[src/hdl/pbvdo_pkg.sv]
package pbvdo_pkg;
  localparam int PW_DEPTH = 4;
  typedef logic [31:0] pbvdo_word_t;
  typedef logic [3:0] pbvdo_cmd_t;
  typedef logic [3:0] pbvdo_be_t;
  typedef logic [2:0] pbvdo_cnt_t;
  typedef logic [1:0] pbvdo_ptr_t;
  localparam pbvdo_cnt_t PW_FULL = 3'h4;
  localparam pbvdo_cnt_t CNT_ONE = 3'h1;
  localparam pbvdo_ptr_t PTR_ONE = 2'h1;
  // PCI bus commands
  localparam pbvdo_cmd_t CMD_IO_RD = 4'h2;
  localparam pbvdo_cmd_t CMD_IO_WR = 4'h3;
  localparam pbvdo_cmd_t CMD_MEM_RD = 4'h6;
  localparam pbvdo_cmd_t CMD_MEM_WR = 4'h7;
  localparam pbvdo_cmd_t CMD_CFG_RD = 4'hA;
  localparam pbvdo_cmd_t CMD_CFG_WR = 4'hB;
  localparam pbvdo_cmd_t CMD_MEM_RD_MUL = 4'hC;
  localparam pbvdo_cmd_t CMD_MEM_RD_LN = 4'hE;
  localparam pbvdo_cmd_t CMD_MEM_WR_INV = 4'hF;
  // Legacy graphics decode
  localparam pbvdo_word_t FB_LO = 32'h000A_0000;
  localparam pbvdo_word_t FB_HI = 32'h000B_FFFF;
  localparam pbvdo_word_t BIOS_BASE = 32'h000C_0000;
  localparam logic [15:0] IO_UPPER_ZERO = 16'h0000;
  localparam logic [9:0] VIO_A_LO = 10'h3B0;
  localparam logic [9:0] VIO_A_HI = 10'h3BB;
  localparam logic [9:0] VIO_B_LO = 10'h3C0;
  localparam logic [9:0] VIO_B_HI = 10'h3DF;
  localparam logic [9:0] PAL_MASK = 10'h3C6;
  localparam logic [9:0] PAL_WADDR = 10'h3C8;
  localparam logic [9:0] PAL_DATA = 10'h3C9;

  typedef enum logic [1:0] {CLS_NONE, CLS_POSTED, CLS_DLY_RD, CLS_DLY_WR}
    pbvdo_cls_t;
  typedef struct packed {
    pbvdo_cmd_t cmd;
    pbvdo_word_t addr;
    pbvdo_be_t be;
    pbvdo_word_t data;
  } pbvdo_txn_t;

  function automatic pbvdo_cls_t pbvdo_classify(input pbvdo_cmd_t cmd);
    case (cmd)
      CMD_MEM_WR, CMD_MEM_WR_INV: return CLS_POSTED;
      CMD_IO_WR, CMD_CFG_WR: return CLS_DLY_WR;
      CMD_IO_RD, CMD_CFG_RD, CMD_MEM_RD, CMD_MEM_RD_MUL, CMD_MEM_RD_LN:
        return CLS_DLY_RD;
      default: return CLS_NONE;
    endcase
  endfunction : pbvdo_classify

  function automatic logic pbvdo_fb_hit(input pbvdo_cmd_t cmd,
                                        input pbvdo_word_t addr);
    return (cmd inside {CMD_MEM_RD, CMD_MEM_RD_MUL, CMD_MEM_RD_LN,
      CMD_MEM_WR, CMD_MEM_WR_INV}) && addr >= FB_LO && addr <= FB_HI; // [RL3]
  endfunction : pbvdo_fb_hit

  // Bits 15:10 are not looked at, so the ranges alias every 1 kB
  function automatic logic pbvdo_io_low(input pbvdo_cmd_t cmd,
                                        input pbvdo_word_t addr);
    return (cmd == CMD_IO_RD || cmd == CMD_IO_WR) &&
      addr[31:16] == IO_UPPER_ZERO; // [RL6]
  endfunction : pbvdo_io_low

  function automatic logic pbvdo_vio_hit(input pbvdo_cmd_t cmd,
                                         input pbvdo_word_t addr);
    return pbvdo_io_low(cmd, addr) &&
      ((addr[9:0] >= VIO_A_LO && addr[9:0] <= VIO_A_HI) ||
       (addr[9:0] >= VIO_B_LO && addr[9:0] <= VIO_B_HI)); // [RL5]
  endfunction : pbvdo_vio_hit

  function automatic logic pbvdo_pal_hit(input pbvdo_cmd_t cmd,
                                         input pbvdo_word_t addr);
    return pbvdo_io_low(cmd, addr) && cmd == CMD_IO_WR &&
      (addr[9:0] inside {PAL_MASK, PAL_WADDR, PAL_DATA}); // [RL8]
  endfunction : pbvdo_pal_hit
endpackage : pbvdo_pkg

[src/hdl/pbvdo_pw_if.sv]
interface pbvdo_pw_if;
  import pbvdo_pkg::*;
  logic push_valid;
  logic push_ready;
  pbvdo_txn_t push_txn;
  logic head_valid;
  pbvdo_txn_t head_txn;
  logic pop;
  pbvdo_cnt_t count;
  modport fifo (input push_valid, push_txn, pop,
                output push_ready, head_valid, head_txn, count);
  modport user (output push_valid, push_txn, pop,
                input push_ready, head_valid, head_txn, count);
endinterface : pbvdo_pw_if

[src/hdl/pbvdo_pw_fifo.sv]
module pbvdo_pw_fifo (
  // Clock and reset
  input wire logic clk_in,
  input wire logic rst_b_in,
  // Posted write queue
  pbvdo_pw_if.fifo pw_io
);
  import pbvdo_pkg::*;
  typedef struct packed {
    pbvdo_txn_t [PW_DEPTH-1:0] mem;
    pbvdo_ptr_t wr;
    pbvdo_ptr_t rd;
    pbvdo_cnt_t count;
  } pbvdo_fifo_st_t;
  pbvdo_fifo_st_t st_ff;
  pbvdo_fifo_st_t nxt_st;
  logic do_push;
  logic do_pop;

  always_comb
  begin
    nxt_st = st_ff;
    do_push = pw_io.push_valid && st_ff.count != PW_FULL;
    do_pop = pw_io.pop && st_ff.count != '0;
    if (do_push)
    begin
      nxt_st.mem[st_ff.wr] = pw_io.push_txn; // [RL15] [RL16]
      nxt_st.wr = st_ff.wr + PTR_ONE;
    end
    if (do_pop)
      nxt_st.rd = st_ff.rd + PTR_ONE; // [RL24]
    if (do_push && !do_pop)
      nxt_st.count = st_ff.count + CNT_ONE;
    else if (do_pop && !do_push)
      nxt_st.count = st_ff.count - CNT_ONE;
  end

  always_ff @(posedge clk_in or negedge rst_b_in)
    if (!rst_b_in)
      st_ff <= '0;
    else
      st_ff <= nxt_st;

  assign pw_io.push_ready = st_ff.count != PW_FULL;
  assign pw_io.head_valid = st_ff.count != '0;
  assign pw_io.head_txn = st_ff.mem[st_ff.rd];
  assign pw_io.count = st_ff.count;
endmodule : pbvdo_pw_fifo

[src/hdl/pbvdo_vga_decode.sv]
module pbvdo_vga_decode #(
  parameter bit SEC_SIDE = 1'b0
) (
  // Request seen on the bus
  input wire pbvdo_pkg::pbvdo_cmd_t cmd_in,
  input wire pbvdo_pkg::pbvdo_word_t addr_in,
  input wire logic win_hit_in,
  // Mode controls
  input wire logic vga_mode_in,
  input wire logic vga_snoop_in,
  // Decode result
  output logic claim_out,
  output logic single_out
);
  import pbvdo_pkg::*;
  logic vga_hit;

  // Expansion ROM area gets no extra decode here; windows alone cover it
  always_comb // [RL3] [RL5] [RL6] [RL7]
  begin
    vga_hit = pbvdo_fb_hit(cmd_in, addr_in) || pbvdo_vio_hit(cmd_in, addr_in);
    if (SEC_SIDE)
      claim_out = win_hit_in && !(vga_mode_in && vga_hit); // [RL2]
    else
      claim_out = win_hit_in || (vga_mode_in && vga_hit) || // [RL1] [RL10]
        (!vga_mode_in && vga_snoop_in &&
         pbvdo_pal_hit(cmd_in, addr_in)); // [RL8]
    single_out = !SEC_SIDE && vga_mode_in && pbvdo_fb_hit(cmd_in, addr_in)
      && pbvdo_classify(cmd_in) == CLS_DLY_RD; // [RL4]
  end
endmodule : pbvdo_vga_decode

[src/hdl/pbvdo_bridge.sv]
// Overview of operation
// [RL1] VGA mode sends frame buffer and VGA I/O downstream, ignoring windows.
// [RL2] VGA mode: never claim secondary-side accesses to VGA memory or I/O.
// [RL3] Frame buffer decode spans 0x000A0000 to 0x000BFFFF inclusive.
// [RL4] Frame buffer reads: no prefetch, one data phase, original byte enables.
// [RL5] VGA I/O decode matches 0x3B0-0x3BB and 0x3C0-0x3DF.
// [RL6] I/O match ignores bits 15:10 and needs bits 31:16 zero.
// [RL7] No extra decode for the BIOS area from 0xC0000.
// [RL8] Snoop mode forwards palette writes to 0x3C6, 0x3C8, 0x3C9, aliased.
// [RL9] Snoop mode claims palette writes on the primary bus.
// [RL10] Both mode bits set behaves as VGA mode alone.
// [RL11] Memory writes are posted: done at initiator, buffered, written later.
// [RL12] I/O and config writes delayed: retried, queued, done on target first.
// [RL13] All reads are delayed: read data queued, returned to initiator later.
// [RL14] Delayed write termination is held and returned as a completion.
// [RL15] Writes are never combined or collapsed into one transaction.
// [RL16] Byte lanes of separate masked writes are never merged.
// [RL17] Ordering position is fixed only at a non-retry termination.
// [RL18] Retried requests may be accepted and completed in any order.
// [RL19] Initiators needing order wait per delayed transaction; retry fairly.
// [RL20] Initiators never make one retry depend on another's completion.
// [RL21] Opposite-direction writes are independent; both sides post at once.
// [RL22] Taking a posted write never waits on non-posted master transactions.
// [RL23] Posted writes are accepted whatever state delayed ones are in.
// [RL24] Posted writes complete on target in acceptance order.
// [RL25] Delayed requests never pass earlier same-direction posted writes.
// [RL26] Fair choice lets posted writes pass delayed requests.
// [RL27] Read completion waits for earlier same-direction posted writes.
module pbvdo_bridge (
  // Clock and reset
  input wire logic clk_in,
  input wire logic rst_b_in,
  // Mode controls
  input wire logic vga_mode_in,
  input wire logic vga_snoop_in,
  // Target side, index 0 primary bus, 1 secondary bus
  input wire logic [1:0] tgt_valid_in,
  input wire pbvdo_pkg::pbvdo_cmd_t [1:0] tgt_cmd_in,
  input wire pbvdo_pkg::pbvdo_word_t [1:0] tgt_addr_in,
  input wire pbvdo_pkg::pbvdo_be_t [1:0] tgt_be_in,
  input wire pbvdo_pkg::pbvdo_word_t [1:0] tgt_data_in,
  input wire logic [1:0] tgt_win_hit_in,
  output logic [1:0] tgt_claim_out,
  output logic [1:0] tgt_done_out,
  output logic [1:0] tgt_retry_out,
  output pbvdo_pkg::pbvdo_word_t [1:0] tgt_rdata_out,
  // Master side, index 0 downstream, 1 upstream
  output logic [1:0] mst_valid_out,
  output pbvdo_pkg::pbvdo_cmd_t [1:0] mst_cmd_out,
  output pbvdo_pkg::pbvdo_word_t [1:0] mst_addr_out,
  output pbvdo_pkg::pbvdo_be_t [1:0] mst_be_out,
  output pbvdo_pkg::pbvdo_word_t [1:0] mst_data_out,
  output logic [1:0] mst_single_out,
  input wire logic [1:0] mst_done_in,
  input wire logic [1:0] mst_retry_in,
  input wire pbvdo_pkg::pbvdo_word_t [1:0] mst_rdata_in
);
  import pbvdo_pkg::*;

  typedef struct packed {
    logic busy;
    logic issued;
    logic is_rd;
    logic single;
    pbvdo_txn_t txn;
    pbvdo_word_t rdata;
    pbvdo_cnt_t ahead;
    pbvdo_cnt_t wait_cnt;
  } pbvdo_dly_t;
  typedef struct packed {
    logic active;
    logic sel_dly;
    logic fair;
    logic single;
    pbvdo_txn_t txn;
  } pbvdo_mst_t;
  typedef struct packed {
    logic claim;
    logic done;
    logic retry;
    pbvdo_word_t rdata;
  } pbvdo_rsp_t;
  typedef struct packed {
    pbvdo_dly_t [1:0] dly;
    pbvdo_mst_t [1:0] mst;
    pbvdo_rsp_t [1:0] rsp;
  } pbvdo_st_t;

  pbvdo_st_t st_ff;
  pbvdo_st_t nxt_st;
  logic [1:0] claim;
  logic [1:0] single_rd;
  logic [1:0] push_v;
  logic [1:0] push_rdy;
  logic [1:0] pop;
  logic [1:0] head_v;
  pbvdo_txn_t [1:0] head;
  pbvdo_txn_t [1:0] req;
  pbvdo_cnt_t [1:0] cnt;
  pbvdo_cls_t cls;
  logic cand_pw;
  logic cand_dly;
  logic sel;
  logic match;
  int o;

  // One posted queue and one decoder per direction, keyed by source bus
  for (genvar g = 0; g < 2; g++)
  begin : gen_dir
    pbvdo_pw_if pw ();
    pbvdo_pw_fifo u_fifo (
      .clk_in(clk_in),
      .rst_b_in(rst_b_in),
      .pw_io(pw)
    );
    pbvdo_vga_decode #(.SEC_SIDE(g == 1)) u_dec (
      .cmd_in(tgt_cmd_in[g]),
      .addr_in(tgt_addr_in[g]),
      .win_hit_in(tgt_win_hit_in[g]),
      .vga_mode_in(vga_mode_in),
      .vga_snoop_in(vga_snoop_in),
      .claim_out(claim[g]),
      .single_out(single_rd[g])
    );
    assign req[g] = '{cmd: tgt_cmd_in[g], addr: tgt_addr_in[g],
                      be: tgt_be_in[g], data: tgt_data_in[g]};
    assign pw.push_valid = push_v[g];
    assign pw.push_txn = req[g];
    assign pw.pop = pop[g];
    assign push_rdy[g] = pw.push_ready;
    assign head_v[g] = pw.head_valid;
    assign head[g] = pw.head_txn;
    assign cnt[g] = pw.count;
  end

  always_comb
  begin
    nxt_st = st_ff;
    push_v = '0;
    pop = '0;
    cls = CLS_NONE;
    cand_pw = 1'b0;
    cand_dly = 1'b0;
    sel = 1'b0;
    match = 1'b0;
    o = 0;
    for (int d = 0; d < 2; d++)
      pop[d] = st_ff.mst[d].active && !st_ff.mst[d].sel_dly && mst_done_in[d];
    for (int d = 0; d < 2; d++)
    begin
      o = 1 - d;
      nxt_st.rsp[d].claim = 1'b0;
      nxt_st.rsp[d].done = 1'b0;
      nxt_st.rsp[d].retry = 1'b0;
      if (pop[d] && st_ff.dly[d].ahead != '0)
        nxt_st.dly[d].ahead = st_ff.dly[d].ahead - CNT_ONE; // [RL25]
      if (pop[o] && st_ff.dly[d].wait_cnt != '0)
        nxt_st.dly[d].wait_cnt = st_ff.dly[d].wait_cnt - CNT_ONE; // [RL27]
      // Target side on bus d
      cls = pbvdo_classify(tgt_cmd_in[d]);
      match = st_ff.dly[d].busy && st_ff.dly[d].txn.cmd == tgt_cmd_in[d] &&
        st_ff.dly[d].txn.addr == tgt_addr_in[d] &&
        st_ff.dly[d].txn.be == tgt_be_in[d] &&
        (st_ff.dly[d].is_rd || st_ff.dly[d].txn.data == tgt_data_in[d]);
      if (tgt_valid_in[d] && claim[d] && cls != CLS_NONE)
      begin
        nxt_st.rsp[d].claim = 1'b1; // [RL9]
        if (cls == CLS_POSTED)
        begin
          // Only queue room matters, never the delayed slot
          push_v[d] = push_rdy[d]; // [RL11] [RL22] [RL23]
          nxt_st.rsp[d].done = push_rdy[d];
          nxt_st.rsp[d].retry = !push_rdy[d];
        end
        else if (match && st_ff.dly[d].issued &&
                 (!st_ff.dly[d].is_rd || st_ff.dly[d].wait_cnt == '0))
        begin
          nxt_st.rsp[d].done = 1'b1; // [RL13] [RL14] [RL27]
          nxt_st.rsp[d].rdata = st_ff.dly[d].rdata;
          nxt_st.dly[d].busy = 1'b0;
        end
        else
        begin
          // Other requests retry until the slot frees, in any order
          nxt_st.rsp[d].retry = 1'b1; // [RL12] [RL18]
          if (!st_ff.dly[d].busy)
          begin
            nxt_st.dly[d].busy = 1'b1;
            nxt_st.dly[d].issued = 1'b0;
            nxt_st.dly[d].is_rd = cls == CLS_DLY_RD;
            nxt_st.dly[d].single = single_rd[d]; // [RL4]
            nxt_st.dly[d].txn = req[d];
            nxt_st.dly[d].ahead = pbvdo_cnt_t'(cnt[d] - pop[d]); // [RL25]
            nxt_st.dly[d].wait_cnt = '0;
          end
        end
      end
      // Master side for direction d, both directions run at once
      if (st_ff.mst[d].active) // [RL21]
      begin
        if (mst_done_in[d] || mst_retry_in[d])
          nxt_st.mst[d].active = 1'b0;
        if (mst_done_in[d] && st_ff.mst[d].sel_dly)
        begin
          nxt_st.dly[d].issued = 1'b1; // [RL17]
          nxt_st.dly[d].rdata = mst_rdata_in[d];
          nxt_st.dly[d].wait_cnt = pbvdo_cnt_t'(cnt[o] - pop[o]); // [RL27]
        end
      end
      else
      begin
        cand_pw = head_v[d]; // [RL24]
        cand_dly = st_ff.dly[d].busy && !st_ff.dly[d].issued &&
          st_ff.dly[d].ahead == '0; // [RL25]
        sel = cand_dly && (!cand_pw || st_ff.mst[d].fair); // [RL26]
        if (cand_pw || cand_dly)
        begin
          nxt_st.mst[d].active = 1'b1;
          nxt_st.mst[d].sel_dly = sel;
          nxt_st.mst[d].txn = sel ? st_ff.dly[d].txn : head[d]; // [RL16]
          nxt_st.mst[d].single = sel && st_ff.dly[d].single; // [RL4]
          if (cand_pw && cand_dly)
            nxt_st.mst[d].fair = !st_ff.mst[d].fair; // [RL26]
        end
      end
    end
  end

  always_ff @(posedge clk_in or negedge rst_b_in)
    if (!rst_b_in)
      st_ff <= '0;
    else
      st_ff <= nxt_st;

  for (genvar g = 0; g < 2; g++)
  begin : gen_out
    assign tgt_claim_out[g] = st_ff.rsp[g].claim;
    assign tgt_done_out[g] = st_ff.rsp[g].done;
    assign tgt_retry_out[g] = st_ff.rsp[g].retry;
    assign tgt_rdata_out[g] = st_ff.rsp[g].rdata;
    assign mst_valid_out[g] = st_ff.mst[g].active;
    assign mst_cmd_out[g] = st_ff.mst[g].txn.cmd;
    assign mst_addr_out[g] = st_ff.mst[g].txn.addr;
    assign mst_be_out[g] = st_ff.mst[g].txn.be;
    assign mst_data_out[g] = st_ff.mst[g].txn.data;
    assign mst_single_out[g] = st_ff.mst[g].single;
  end
endmodule : pbvdo_bridge

[config.mk]
export PLATFORM = sky130hd
export DESIGN_NAME = pbvdo_bridge
export DESIGN_NICKNAME = d
export VERILOG_FILES = /design/src/hdl/pbvdo_pkg.sv /design/src/hdl/pbvdo_pw_if.sv /design/src/hdl/pbvdo_pw_fifo.sv /design/src/hdl/pbvdo_vga_decode.sv /design/src/hdl/pbvdo_bridge.sv
export SDC_FILE = /design/constraint.sdc
export NUM_CORES = 2
export LEC_CHECK = 0
export BUFFER_PORTS_ARGS = -buffer_cell sky130_fd_sc_hd__buf_4
export CORE_ASPECT_RATIO = 0.9
export CORE_MARGIN = 2
export CORE_UTILIZATION = 60
export CTS_BUF_LIST = sky130_fd_sc_hd__clkbuf_4 sky130_fd_sc_hd__clkbuf_8 sky130_fd_sc_hd__clkbuf_16
export DETAILED_ROUTE_END_ITERATION = 12
export PLACE_DENSITY = 0.87
export SETUP_SLACK_MARGIN = 0.5
export SLEW_MARGIN = 25
export SYNTH_ARGS = -nofsm -noshare
export SYNTH_HDL_FRONTEND = slang
export SYNTH_SLANG_ARGS = --single-unit
[constraint.sdc]
create_clock -name clk_in -period 3.4 [get_ports clk_in]
set_input_delay 0.34 -clock clk_in [delete_from_list [all_inputs] [get_ports clk_in]]
set_output_delay 0.34 -clock clk_in [all_outputs]
set_load 0.05 [all_outputs]
==> results_dict.tcl <==
set metrics [dict create \
    status "finished, final reports clean" \
    grt_max_degree 108 \
    htree_levels 3 \
    required_ns 3.98 \
    ys_async_sr_fraction 1.00 \
    peakVddDrop_uv 940 \
    hold_viol 0 \
    wl_um 122000 \
    r2r_cells 9 \
    powerDensity_mw_per_mm2 785 \
    seq_area_frac_synth 0.545 \
    final_antenna_net_count 0 \
    ys_types 55 \
    port-buffer-count 436 \
    power_uw 44500 \
    period_needed_ns 2.89 \
    maxCapViolCount 0 \
    wl_per_cell_um 25.1 \
    fp.coreArea_mm2 0.0791 \
    cp-start-kind "primary input" \
    tightest_slew_ns 1.07 \
    finClkSkew_ns 0.0275 \
    dp_hpwl_um 70500 \
    path_class "primary input to flop" \
    syn-mean-instance-area_um2 14.4 \
    slew_violations 0 \
    endpoint_kind "flop" \
    setup_tns_ns 0 \
    critPathMaxStageDelay_ns 0.56 \
    die_h_um 271 \
    io_pins 438 \
    synth-edff-count 0 \
    cts_buffers 103 \
    finalCoreUtilization 0.717 \
    holdPathStages 3 \
    grt_pass1_wl_um 191000 \
    ys_seq_elements 1038 \
    synth_area_mm2 0.0477 \
    dr_total_vias 29500 \
    critPathSlowestCell "dlygate4sd3_1" \
    fin_nets 3978 \
    die_w_um 301 \
    worstPathArrival_ns 3.47 \
    synthFlopType "dfrtp_1" \
    hp-class "primary input to flop" \
    setup_violations 0 \
    final.period_utilization 0.850 \
    clock_latency_ns 0.68 \
    vias_per_cell 6.05 \
    cts_tree "built" \
    dieArea_mm2 0.0817 \
    gp_congestion 0.833 \
    drc_errors 0 \
    fmax_ghz 0.346 \
    holdWs_ns 0.112 \
    cts_root_buf "clkbuf_16" \
    maxSlewHeadroom 0.287 \
    start_util 0.603 \
    drive_gt1_frac 0.394 \
    grt_overflow 0 \
    cts_max_path_buffers 3 \
    pre_cts_slack_ns 0.347 \
    grt_pass1_vias 32300 \
    yosys_warnings 0 \
    cp_max_fo 7 \
    rsz0062_at_grt "true" \
    setup_ws_ns 0.511 \
    cts.sinks 1038 \
    syn_to_final_growth_pct 19.0 \
    clk_pin_slew_ns 0.07 \
    first_iter_violations 2639 \
    syn_nets 3549 \
    crit_chain "dlygate4sd3_1 -> buf_4 -> nor4_4 -> nand4_1 -> buf_4 -> a211oi_4 -> o31a_2 -> nand2_2 -> inv_1 -> ha_1 -> inv_1 -> fa_1 -> xor2_1 -> nor2_1 -> xor2_1" \
    row_count 98 \
    n_fill_cell 4585 \
    p_leak_uw 0.0286 \
    antenna_found_initial 9 \
    syn_inst 3305 \
    grt_util_all_layers 0.301 \
    dr.pass1.iters 5 \
]
## logic make-up after synthesis
logic type               share of synthesized area
AO/OA/AOI/OAI                               0.0235
XOR/XNOR                                    0.0305
adder cells (fa/ha/maj)                    0.00662
buffers and inverters                       0.0564
flip-flops                                   0.545
multiplexers                                 0.305
other                                    0.0000787
AND/OR/NAND/NOR                             0.0328
## power breakdown
part	internal, µW	switching (µW)	leakage [µW]	total [µW]
Combinational	5890	8600	0.0130	14500
Sequential	15300	2410	0.0138	17700
Clock	7320	5010	0.00185	12300
Total	28500	16000	0.0286	44500
## Yosys cell counts, drive strengths merged (30+ instances only)
cell type     n  area [µm²]
a21oi       154         771
xnor2        66         578
mux4        144        3240
buf         323        2270
nand2        31         116
mux2i       145        1450
mux2        826        9840
nor2        162         608
xor2        100         876
clkbuf       82         309
dfrtp      1038       26000
inv          30         113
## layer usage
| layer | share of wire | GRT usage | up-vias |
|---|---|---|---|
| li1 | - | - | 12500 |
| met1 | 0.39 | 0.390 | 15500 |
| met2 | 0.51 | 0.508 | 1241 |
| met3 | 0.062 | 0.0497 | 339 |
| met4 | 0.040 | 0.123 | 0 |
| met5 | 0 | 0 | - |
## sequential cells by signal (all words and copies together), names as in the netlist
register	count
gen_dir.u_fifo.st_ff	584
mst_valid_out	2
tgt_done_out	2
mst_single_out	1
mst_addr_out	64
mst_data_out	64
mst_be_out	8
tgt_claim_out	2
gen_dir.u_fifo.pw_io.count	6
tgt_retry_out	2
mst_cmd_out	8
st_ff	231
tgt_rdata_out	64
## stage by stage
step,cells,cell area [µm²]
finish,4881,56700
global route,4877,56700
CTS,4867,56600
detailed placement,4464,50800
global placement,4464,50800
floorplan,3305,47700
## worst paths after layout
path | to | slack, ns | startpoint
setup / recovery | gen_dir[0].u_fifo.pw_io.count[2] | 0.51 | tgt_addr_in[25]
max in group asynchronous | st_ff[411] | 1.99 | rst_b_in
min in group asynchronous | gen_dir[0].u_fifo.st_ff[97] | 0.34 | rst_b_in
hold reg to reg | gen_dir[1].u_fifo.st_ff[76] | 0.46 | gen_dir[1].u_fifo.st_ff[76]
setup reg to reg | tgt_rdata_out[30] | 0.63 | st_ff[222]
hold / removal | mst_valid_out[0] | 0.11 | mst_done_in[0]
## cell type report
class / count / area (µm²) / area share
Multi-Input combinational cell: 1832 / 19200 / 0.338
Antenna cell: 11 / 27.5 / 0.000485
Clock inverter: 41 / 553 / 0.00975
Timing Repair Buffer: 729 / 6410 / 0.113
Inverter: 30 / 113 / 0.00199
Tap cell: 1050 / 1310 / 0.0232
Clock buffer: 150 / 3130 / 0.0553
Sequential cell: 1038 / 26000 / 0.458
## layout by cell type (no fill, tap or decap), types with 6 or more instances in the layout
cell type,instances
dfrtp_1,1034
buf_4,484
mux2_2,468
mux2_1,214
dlygate4sd3_1,212
nor2_1,162
a21oi_1,152
mux2i_1,145
mux2_4,144
mux4_2,144
clkbuf_16,105
xor2_1,100
xnor2_1,66
buf_12,32
inv_1,30
nand2_1,30
nor4_1,27
clkbuf_8,27
ha_1,22
nand4_1,20
o21ai_0,20
clkbuf_4,18
clkinv_2,17
nand2b_1,16
or2_2,12
bufinv_16,12
diode_2,11
nand3_1,9
a31oi_1,8
nor2b_1,7
nor3_1,6
## repair_timing
action | 4_1_cts | 5_1_grt
setup buffers | 0 | 3
hold endpoints to repair | 825 | 0
endpoints found under the setup margin | 0 | 247
hold buffers | 212 | 0
gates resized for setup | 0 | 12
## critical path, delay by kind of cell
kind                     cells  cell delay, ns
AO/OA/AOI/OAI                2            0.50
adder cells (fa/ha/maj)      2            0.57
XOR/XNOR                     2            0.31
buffers and inverters        5            1.10
AND/OR/NAND/NOR              4            0.64
(Power assumes the default switching activity.)
